--- config.mk ---
export PLATFORM = sky130hd
export DESIGN_NAME = rxfl_regs
export DESIGN_NICKNAME = d
export VERILOG_FILES = /design/src/rtl/rxfl_pkg.sv /design/src/rtl/rxfl_regs.sv
export VERILOG_INCLUDE_DIRS = /design/src /design/src/rtl
export SDC_FILE = /design/constraint.sdc
export NUM_CORES = 1
export LEC_CHECK = 0
export BUFFER_PORTS_ARGS = -buffer_cell sky130_fd_sc_hd__buf_4
export CORE_MARGIN = 3
export CORE_UTILIZATION = 50
export CTS_CLUSTER_DIAMETER = 120
export DETAILED_ROUTE_END_ITERATION = 10
export GPL_ROUTABILITY_DRIVEN = 0
export PLACE_DENSITY = 0.74
export SKIP_LAST_GASP = 1
export SLEW_MARGIN = 25
export SYNTH_ARGS = -nofsm -noshare
export SYNTH_HDL_FRONTEND = slang
export SYNTH_SLANG_ARGS = --single-unit
export TNS_END_PERCENT = 50
--- constraint.sdc ---
create_clock -name clock -period 2.45 [get_ports clock]
set_input_delay 0.245 -clock clock [delete_from_list [all_inputs] [get_ports clock]]
set_output_delay 0.245 -clock clock [all_outputs]
set_load 0.01 [all_outputs]
--- src/rtl/rxfl_map.svh ---
// Purpose: Register offsets, field positions, reset values and decode constants of the receive depth shadow bank.
// Assumes: Byte offsets on the plain register port; 16-bit registers.
// Notes:   Definitions only.
`ifndef RXFL_MAP_SVH
`define RXFL_MAP_SVH

// ==========================================================================
// Offsets
`define RXFL_ADDR_W          8
`define RXFL_OFF_DEPTH_MODE  8'h3A
`define RXFL_OFF_LAST_LEN    8'h3C

// ==========================================================================
// Fields and reset values
`define RXFL_SEL_W           4
`define RXFL_SEL_RST         4'h4
`define RXFL_SEL_MAX         4'hD
`define RXFL_LEN_RST         16'h0000
`define RXFL_ZERO16          16'h0000
`define RXFL_RSVD_ZERO       12'h000
`define RXFL_REG_W           16
`define RXFL_SEL_MIN         4'h0

// ==========================================================================
// Depth decode, in bits; one-byte length step
`define RXFL_DEPTH_BASE      7'h0C
`define RXFL_DEPTH_STEP_SH   2
`define RXFL_DEPTH_EXT       7'h20
`define RXFL_DEPTH_LONG      7'h40
`define RXFL_DEPTH_RST       7'h1C
`define RXFL_DEPTH_MAX       7'h40
`define RXFL_LEN_ONE         16'h0001

`endif

--- src/rtl/rxfl_pkg.sv ---
// Purpose: Types shared by the receive depth shadow bank.
// Assumes: Constants live in rxfl_map.svh.
// Notes:   Types only.
package rxfl_pkg;

  typedef struct packed {
    logic [3:0]  depth_sel;
    logic [15:0] count;
    logic [15:0] last_len;
    logic        in_frame;
    logic [15:0] rd_data;
  } rxfl_state_t;

  typedef struct packed {
    logic       valid;
    logic       sof;
    logic       eof;
  } rxfl_rx_t;

endpackage

--- src/rtl/rxfl_regs.sv ---
// Purpose: Receive elastic buffer depth selector and last received frame length shadow registers.
// Assumes: Single clock; register port reads answer in the following cycle.
// Notes:   Accesses are gated by shadow_en; codes above thirteen decode as the deepest size, never an undefined one.
//
// Added by the designer: the plain strobed port.
`timescale 1ns/1ps
`include "rxfl_map.svh"

// Operation
// - Four-bit read/write depth selector in mode register low bits, resets to code 0100.
// - Code zero gives 12 bits; each step adds four, code thirteen gives 64.
// - Legacy buffer-extend and long-frame enable inputs may also set the depth.
// - Sixteen-bit read-only byte count of the last received frame, zero after reset.
// - Byte count is meaningful only while a valid link is up.
// - Upper mode bits are written as zero and read back as zero.
module rxfl_regs
  import rxfl_pkg::*;
(
  input  wire logic                     clock,
  input  wire logic                     rst_b,
  input  wire logic [`RXFL_ADDR_W-1:0]  reg_addr,
  input  wire logic [15:0]              reg_wdata,
  input  wire logic                     reg_wr,
  input  wire logic                     reg_rd,
  output logic      [15:0]              reg_rdata,
  input  wire logic                     shadow_en,
  input  wire logic                     legacy_ext_en,
  input  wire logic                     legacy_long_en,
  input  wire logic                     link_up,
  input  wire rxfl_rx_t                 rx,
  output logic      [6:0]               rx_depth_bits,
  output logic                          last_len_valid
);

  rxfl_state_t st_r;
  rxfl_state_t st_nxt;
  logic        acc;

  assign acc = shadow_en;

  // ==========================================================================
  // Next state
  always_comb begin
    st_nxt         = st_r;
    st_nxt.rd_data = `RXFL_ZERO16;
    if (reg_wr && acc && reg_addr == `RXFL_OFF_DEPTH_MODE) begin
      st_nxt.depth_sel = reg_wdata[`RXFL_SEL_W-1:0];
    end
    if (reg_rd && acc) begin
      case (reg_addr)
        `RXFL_OFF_DEPTH_MODE: st_nxt.rd_data = {`RXFL_RSVD_ZERO, st_r.depth_sel};
        `RXFL_OFF_LAST_LEN:   st_nxt.rd_data = st_r.last_len;
        default:              st_nxt.rd_data = `RXFL_ZERO16;
      endcase
    end
    if (rx.valid) begin
      if (rx.sof) begin
        st_nxt.count    = `RXFL_LEN_ONE;
        st_nxt.in_frame = !rx.eof;
      end else if (st_r.in_frame) begin
        st_nxt.count = st_r.count + `RXFL_LEN_ONE;
      end
      if (rx.eof && (rx.sof || st_r.in_frame)) begin
        st_nxt.last_len = rx.sof ? `RXFL_LEN_ONE : st_r.count + `RXFL_LEN_ONE;
        st_nxt.in_frame = 1'b0;
      end
    end
  end

  always_ff @(posedge clock or negedge rst_b) begin
    if (!rst_b) begin
      st_r <= '{depth_sel: `RXFL_SEL_RST, count: `RXFL_ZERO16, last_len: `RXFL_LEN_RST,
                in_frame: 1'b0, rd_data: `RXFL_ZERO16};
    end else begin
      st_r <= st_nxt;
    end
  end

  assign reg_rdata = st_r.rd_data;

  // ==========================================================================
  // Depth decode
  logic [3:0] eff_sel;
  assign eff_sel = (st_r.depth_sel > `RXFL_SEL_MAX) ? `RXFL_SEL_MAX : st_r.depth_sel;

  always_comb begin
    rx_depth_bits = `RXFL_DEPTH_BASE + (7'(eff_sel) << `RXFL_DEPTH_STEP_SH);
    if (legacy_long_en) begin
      rx_depth_bits = `RXFL_DEPTH_LONG;
    end else if (legacy_ext_en) begin
      rx_depth_bits = `RXFL_DEPTH_EXT;
    end
  end

  assign last_len_valid = link_up;

  // ==========================================================================
  // Assertions
  // selector reset value
  property p_sel_reset_val;
    @(posedge clock)
      $rose(rst_b) |->
      st_r.depth_sel == `RXFL_SEL_RST;
  endproperty
  a_sel_reset_val: assert property (p_sel_reset_val)
    else $error("Selector reset value wrong.");

  property p_len_reset;
    @(posedge clock)
      $rose(rst_b) |->
      st_r.last_len == `RXFL_LEN_RST;
  endproperty
  a_len_reset: assert property (p_len_reset)
    else $error("Length reset value wrong.");

  property p_sel_write_takes;
    @(posedge clock) disable iff (!rst_b)
      reg_wr && acc && reg_addr == `RXFL_OFF_DEPTH_MODE |=>
      st_r.depth_sel == $past(reg_wdata[`RXFL_SEL_W-1:0]);
  endproperty
  a_sel_write_takes: assert property (p_sel_write_takes)
    else $error("Selector write lost.");

  property p_no_access;
    @(posedge clock) disable iff (!rst_b)
      reg_wr && !acc |=>
      $stable(st_r.depth_sel);
  endproperty
  a_no_access: assert property (p_no_access)
    else $error("Write accepted without shadow access.");

  property p_mode_read;
    @(posedge clock) disable iff (!rst_b)
      reg_rd && acc && reg_addr == `RXFL_OFF_DEPTH_MODE |=>
      reg_rdata == {`RXFL_RSVD_ZERO, $past(st_r.depth_sel)};
  endproperty
  a_mode_read: assert property (p_mode_read)
    else $error("Mode read data wrong.");

  property p_rsvd_zero;
    @(posedge clock) disable iff (!rst_b)
      reg_rd && reg_addr == `RXFL_OFF_DEPTH_MODE |=>
      reg_rdata[`RXFL_REG_W-1:`RXFL_SEL_W] == `RXFL_RSVD_ZERO;
  endproperty
  a_rsvd_zero: assert property (p_rsvd_zero)
    else $error("Reserved bits not zero.");

  property p_unmapped_read;
    @(posedge clock) disable iff (!rst_b)
      reg_rd && reg_addr != `RXFL_OFF_DEPTH_MODE && reg_addr != `RXFL_OFF_LAST_LEN |=>
      reg_rdata == `RXFL_ZERO16;
  endproperty
  a_unmapped_read: assert property (p_unmapped_read)
    else $error("Unmapped read not zero.");

  property p_rdata_idle;
    @(posedge clock) disable iff (!rst_b)
      !reg_rd |=>
      reg_rdata == `RXFL_ZERO16;
  endproperty
  a_rdata_idle: assert property (p_rdata_idle)
    else $error("Read data not zero outside a read.");

  property p_gated_read;
    @(posedge clock) disable iff (!rst_b)
      reg_rd && !acc |=>
      reg_rdata == `RXFL_ZERO16;
  endproperty
  a_gated_read: assert property (p_gated_read)
    else $error("Read answered without shadow access.");

  property p_depth_decode;
    @(posedge clock) disable iff (!rst_b)
      !legacy_long_en && !legacy_ext_en && st_r.depth_sel == `RXFL_SEL_MIN |->
      rx_depth_bits == `RXFL_DEPTH_BASE;
  endproperty
  a_depth_decode: assert property (p_depth_decode)
    else $error("Depth code zero not 12 bits.");

  property p_depth_rst_code;
    @(posedge clock) disable iff (!rst_b)
      !legacy_long_en && !legacy_ext_en && st_r.depth_sel == `RXFL_SEL_RST |->
      rx_depth_bits == `RXFL_DEPTH_RST;
  endproperty
  a_depth_rst_code: assert property (p_depth_rst_code)
    else $error("Reset code depth not 28 bits.");

  property p_depth_top;
    @(posedge clock) disable iff (!rst_b)
      !legacy_long_en && !legacy_ext_en && st_r.depth_sel == `RXFL_SEL_MAX |->
      rx_depth_bits == `RXFL_DEPTH_MAX;
  endproperty
  a_depth_top: assert property (p_depth_top)
    else $error("Top code depth not 64 bits.");

  property p_depth_clamp;
    @(posedge clock) disable iff (!rst_b)
      !legacy_long_en && !legacy_ext_en && st_r.depth_sel > `RXFL_SEL_MAX |->
      rx_depth_bits == `RXFL_DEPTH_MAX;
  endproperty
  a_depth_clamp: assert property (p_depth_clamp)
    else $error("Spare code depth not clamped.");

  property p_legacy_long;
    @(posedge clock) disable iff (!rst_b)
      legacy_long_en |->
      rx_depth_bits == `RXFL_DEPTH_LONG;
  endproperty
  a_legacy_long: assert property (p_legacy_long)
    else $error("Long frame depth wrong.");

  property p_legacy_ext;
    @(posedge clock) disable iff (!rst_b)
      legacy_ext_en && !legacy_long_en |->
      rx_depth_bits == `RXFL_DEPTH_EXT;
  endproperty
  a_legacy_ext: assert property (p_legacy_ext)
    else $error("Extended depth wrong.");

  property p_len_hold;
    @(posedge clock) disable iff (!rst_b)
      !(rx.valid && rx.eof) |=>
      $stable(st_r.last_len);
  endproperty
  a_len_hold: assert property (p_len_hold)
    else $error("Length changed without frame end.");

  property p_len_single;
    @(posedge clock) disable iff (!rst_b)
      rx.valid && rx.sof && rx.eof |=>
      st_r.last_len == `RXFL_LEN_ONE;
  endproperty
  a_len_single: assert property (p_len_single)
    else $error("Single byte frame length wrong.");

  property p_len_capture;
    @(posedge clock) disable iff (!rst_b)
      rx.valid && rx.eof && !rx.sof && st_r.in_frame |=>
      st_r.last_len == $past(st_r.count) + `RXFL_LEN_ONE;
  endproperty
  a_len_capture: assert property (p_len_capture)
    else $error("Frame length not captured at frame end.");

  property p_frame_restart;
    @(posedge clock) disable iff (!rst_b)
      rx.valid && rx.sof |=>
      st_r.count == `RXFL_LEN_ONE;
  endproperty
  a_frame_restart: assert property (p_frame_restart)
    else $error("Frame start did not restart the count.");

  property p_len_read;
    @(posedge clock) disable iff (!rst_b)
      reg_rd && acc && reg_addr == `RXFL_OFF_LAST_LEN |=>
      reg_rdata == $past(st_r.last_len);
  endproperty
  a_len_read: assert property (p_len_read)
    else $error("Length read data wrong.");

  property p_valid_link;
    @(posedge clock) disable iff (!rst_b)
      last_len_valid == link_up;
  endproperty
  a_valid_link: assert property (p_valid_link)
    else $error("Length validity not tied to link.");

  // ==========================================================================
  // Cover points
  // selector written
  c_sel_write: cover property (@(posedge clock)
    reg_wr && acc && reg_addr == `RXFL_OFF_DEPTH_MODE);
  c_frame_done: cover property (@(posedge clock)
    rx.valid && rx.eof && st_r.in_frame);
  c_len_read: cover property (@(posedge clock)
    reg_rd && acc && reg_addr == `RXFL_OFF_LAST_LEN);
  c_legacy_ext: cover property (@(posedge clock)
    legacy_ext_en && !legacy_long_en);
  c_frame_restart: cover property (@(posedge clock)
    rx.valid && rx.sof && st_r.in_frame);

endmodule

==> summary.txt <==
Top Ports: 59
Placement Setup Slack: 0.531 ns
Grt total ovfl: 0
Fillcell total: 426
Worst EP arrival: 2.13 ns
TritonCTS clock tree: done
Port Buffers: 42
Avg Cell Area, Syn: 10.0 sq um
Area leader, netlist: dfrtp_1
Hold Path Class: primary input to flip-flop
Worst setup margin: 0.517 ns
Antenna-violating nets left: 0
Count of flip-flops with a built-in enable after synthesis: 0
Final WL: 4480 um
IR drop worst, VDD: 0.000275 V
Root Driver: clkbuf_8
Fmax achieved: 517 MHz
R2R setup slack: 0.52 ns
Hold Path Depth: 2
Critical path launch point: st_r[33]
Chip height: 79.1 um
ANT cells: 0
GRT Overall Usage: 15.9%
Total die area: 6260 sq um
Hold WS: 0.118 ns
First-pass GRT wire length: 7930 um
HP Start: rx[0]
Hold Vio Cnt, Final: 0
Drt wl/cell: 12.7 um
CTS sink count: 53
Post-Syn Instances: 266
DRT Pass-1 Iters: 4
Mapped Area: 2670 sq um
Pwr dens: 596 nW/um^2
Setup TNS: 0 ns
Predominant post-synthesis flop cell: dfrtp_1
Worst r2r path cells: 5
Final clock skew: 0.00695 ns
RSZ-0062 raised after global routing: false
Clk Latency, worst-skew pair: 0.30 ns
CP Max Fanout: 6
CP required: 2.64 ns
Netlist cell types: 42
Vias: 1810
Fin crit share: 78.9%
DRT iter0 DRCs: 105
Max Cap Viol: 0
Sequential share of the synthesized area: 49.7%
Vias/cell: 5.11
Pin count of the biggest net entering global routing: 54
TritonCTS Buffers: 5
Post-CTS setup buffers: 0
Area Overhead vs Synth: 12.2%
FF-to-FF Start: st_r[33]
Leak: 1.40 nW
CTS max path bufs: 2
Vias in the first global route: 1736
Relative slew slack: 45.2%
Core Util, Final: 60.7%
Synthesized flop and latch total: 53
Synth area leaders: dfrtp_1, buf_4, a22o_1, nand2_1, mux2i_1
Num rows: 25
Ys async rst share: 100%
Nets: 322
Max-slew violations: 0
Core area: 4940 sq um
H-tree lvl count: 2
Initial antenna violation count: 0
Final Setup Violations: 0
Yosys warning total: 0
Status: complete, no violations
Die width: 79.1 um
Crit path kind: flip-flop to flip-flop
Setup crit end kind: flip-flop
Slew @ Worst Pin: 0.822 ns
Top-area cell type share of the netlist area: 48.7%
Critical path startpoint category: flip-flop
Post-DP HPWL: 3260 um
Share of post-route cells with drive strength above 1: 23.3%
Worst reg2reg endpoint: st_r[29]
Worst Hold End: st_r[16]
Clock transition at path regs: 0.09 ns
Post-route DRC: 0
Initial core utilization: 54.1%
Post-layout min period: 1.93 ns
## flip-flops by register name (all words and copies together), names as in the netlist
| name | flops |
|---|---|
| st_r | 37 |
| reg_rdata | 16 |
## kinds of logic (layout without fill, tap and decap cells)
logic type                 after synthesis  in the layout  synth area share (%)
xor gates and xnor gates                16             16                  5.24
muxes                                   12             12                  4.68
and+or+nand+nor                         95             95                  19.1
adders and majority gates                1              1                 0.468
DFF                                     53             53                  49.7
buffers and inverters                   41             61                  8.61
other                                    1              2                 0.140
AOI/OAI and AO/OA                       47             47                  12.0
## critical path, cell delays in order (launching register included)
cell	delay, ns
dfrtp_1	0.45
ha_1	0.29
nand3_1	0.18
or4_1	0.57
xnor2_1	0.15
a22o_1	0.19
## metrics by stage
step | instances | instance area (sq um) | power, mW
3_3_place_gp | 345 | 2900 | 1.31
2_1_floorplan | 267 | 2680 | 1.24
3_5_place_dp | 345 | 2900 | 1.32
5_1_grt | 354 | 3000 | 1.90
6_report | 354 | 3000 | 1.79
4_1_cts | 354 | 3000 | 1.81
## cells in the mapped netlist (2+ instances only)
| master | number |
|---|---|
| dfrtp_1 | 52 |
| nand2_1 | 23 |
| nor2_1 | 21 |
| buf_4 | 19 |
| o21ai_0 | 14 |
| and2_1 | 12 |
| clkbuf_1 | 12 |
| a22o_1 | 10 |
| xor2_1 | 9 |
| mux2i_1 | 8 |
| nor3_1 | 8 |
| xnor2_1 | 7 |
| inv_1 | 6 |
| nand3_1 | 6 |
| a21oi_1 | 5 |
| o31ai_1 | 5 |
| a22oi_1 | 4 |
| buf_2 | 4 |
| mux2_2 | 4 |
| and3_1 | 3 |
| nand4_1 | 3 |
| nor2b_1 | 3 |
| nor3b_1 | 3 |
| nor4_2 | 3 |
| a221o_1 | 2 |
| nand2b_1 | 2 |
| nand3_2 | 2 |
| o21a_1 | 2 |
## cell usage in the layout (no fill, tap or decap), types with 2 or more instances in the layout
| cell type | netlist | final |
|---|---|---|
| xor2_1 | 9 | 9 |
| and3_1 | 3 | 3 |
| nor3b_1 | 3 | 3 |
| buf_4 | 19 | 46 |
| nand2_1 | 23 | 23 |
| xnor2_1 | 7 | 7 |
| nand3_1 | 6 | 6 |
| nand3_2 | 2 | 2 |
| nand4_1 | 3 | 3 |
| nand2b_1 | 2 | 2 |
| clkbuf_8 | 0 | 5 |
| o21a_1 | 2 | 2 |
| o31ai_1 | 5 | 5 |
| a21oi_1 | 5 | 5 |
| a221o_1 | 2 | 2 |
| conb_1 | 1 | 2 |
| nor2_1 | 21 | 21 |
| a22o_1 | 10 | 10 |
| nor4_2 | 3 | 3 |
| and2_1 | 12 | 12 |
| mux2_2 | 4 | 4 |
| o21ai_0 | 14 | 14 |
| nor2b_1 | 3 | 3 |
| a22oi_1 | 4 | 4 |
| nor3_1 | 8 | 8 |
| inv_1 | 6 | 6 |
| dfrtp_1 | 52 | 52 |
| mux2i_1 | 8 | 8 |
## worst max-delay path by stage
stage,end,slack [ns]
5_1_grt,st_r[29],0.37
4_1_cts,st_r[29],0.52
2_1_floorplan,st_r[29],0.68
3_5_place_dp,st_r[29],0.53
3_3_place_gp,st_r[29],0.56
6_report,st_r[29],0.52
## per-layer routing
| metal | wire length (um) | up-vias | global-route usage [%] |
|---|---|---|---|
| met1 | 2130 | 829 | 21.5 |
| met4 | 34 | 0 | 6.70 |
| met5 | 0 | - | 0 |
| met3 | 237 | 2 | 2.72 |
| li1 | - | 939 | - |
| met2 | 2080 | 40 | 25.2 |
## final cells by class
class	count	area [sq um]	area share (%)
Tap cell	67	83.8	2.80
Sequential cell	53	1330	44.3
Multi-Input combinational cell	173	1120	37.3
Clock inverter	3	21.3	0.710
Inverter	6	22.5	0.751
Timing Repair Buffer	47	355	11.9
Clock buffer	5	68.8	2.30
## power by group
part / internal (mW) / switching, mW / total, mW
Combinational: 0.127 / 0.138 / 0.265
Clock: 0.203 / 0.277 / 0.480
Sequential: 0.944 / 0.0976 / 1.04
Total: 1.27 / 0.513 / 1.79
## timing repair
action | in CTS | in global routing
hold buffers | 1 | 0
hold endpoints to repair | 52 | 0
gates resized for setup | 0 | 0
(Power assumes the default switching activity.)
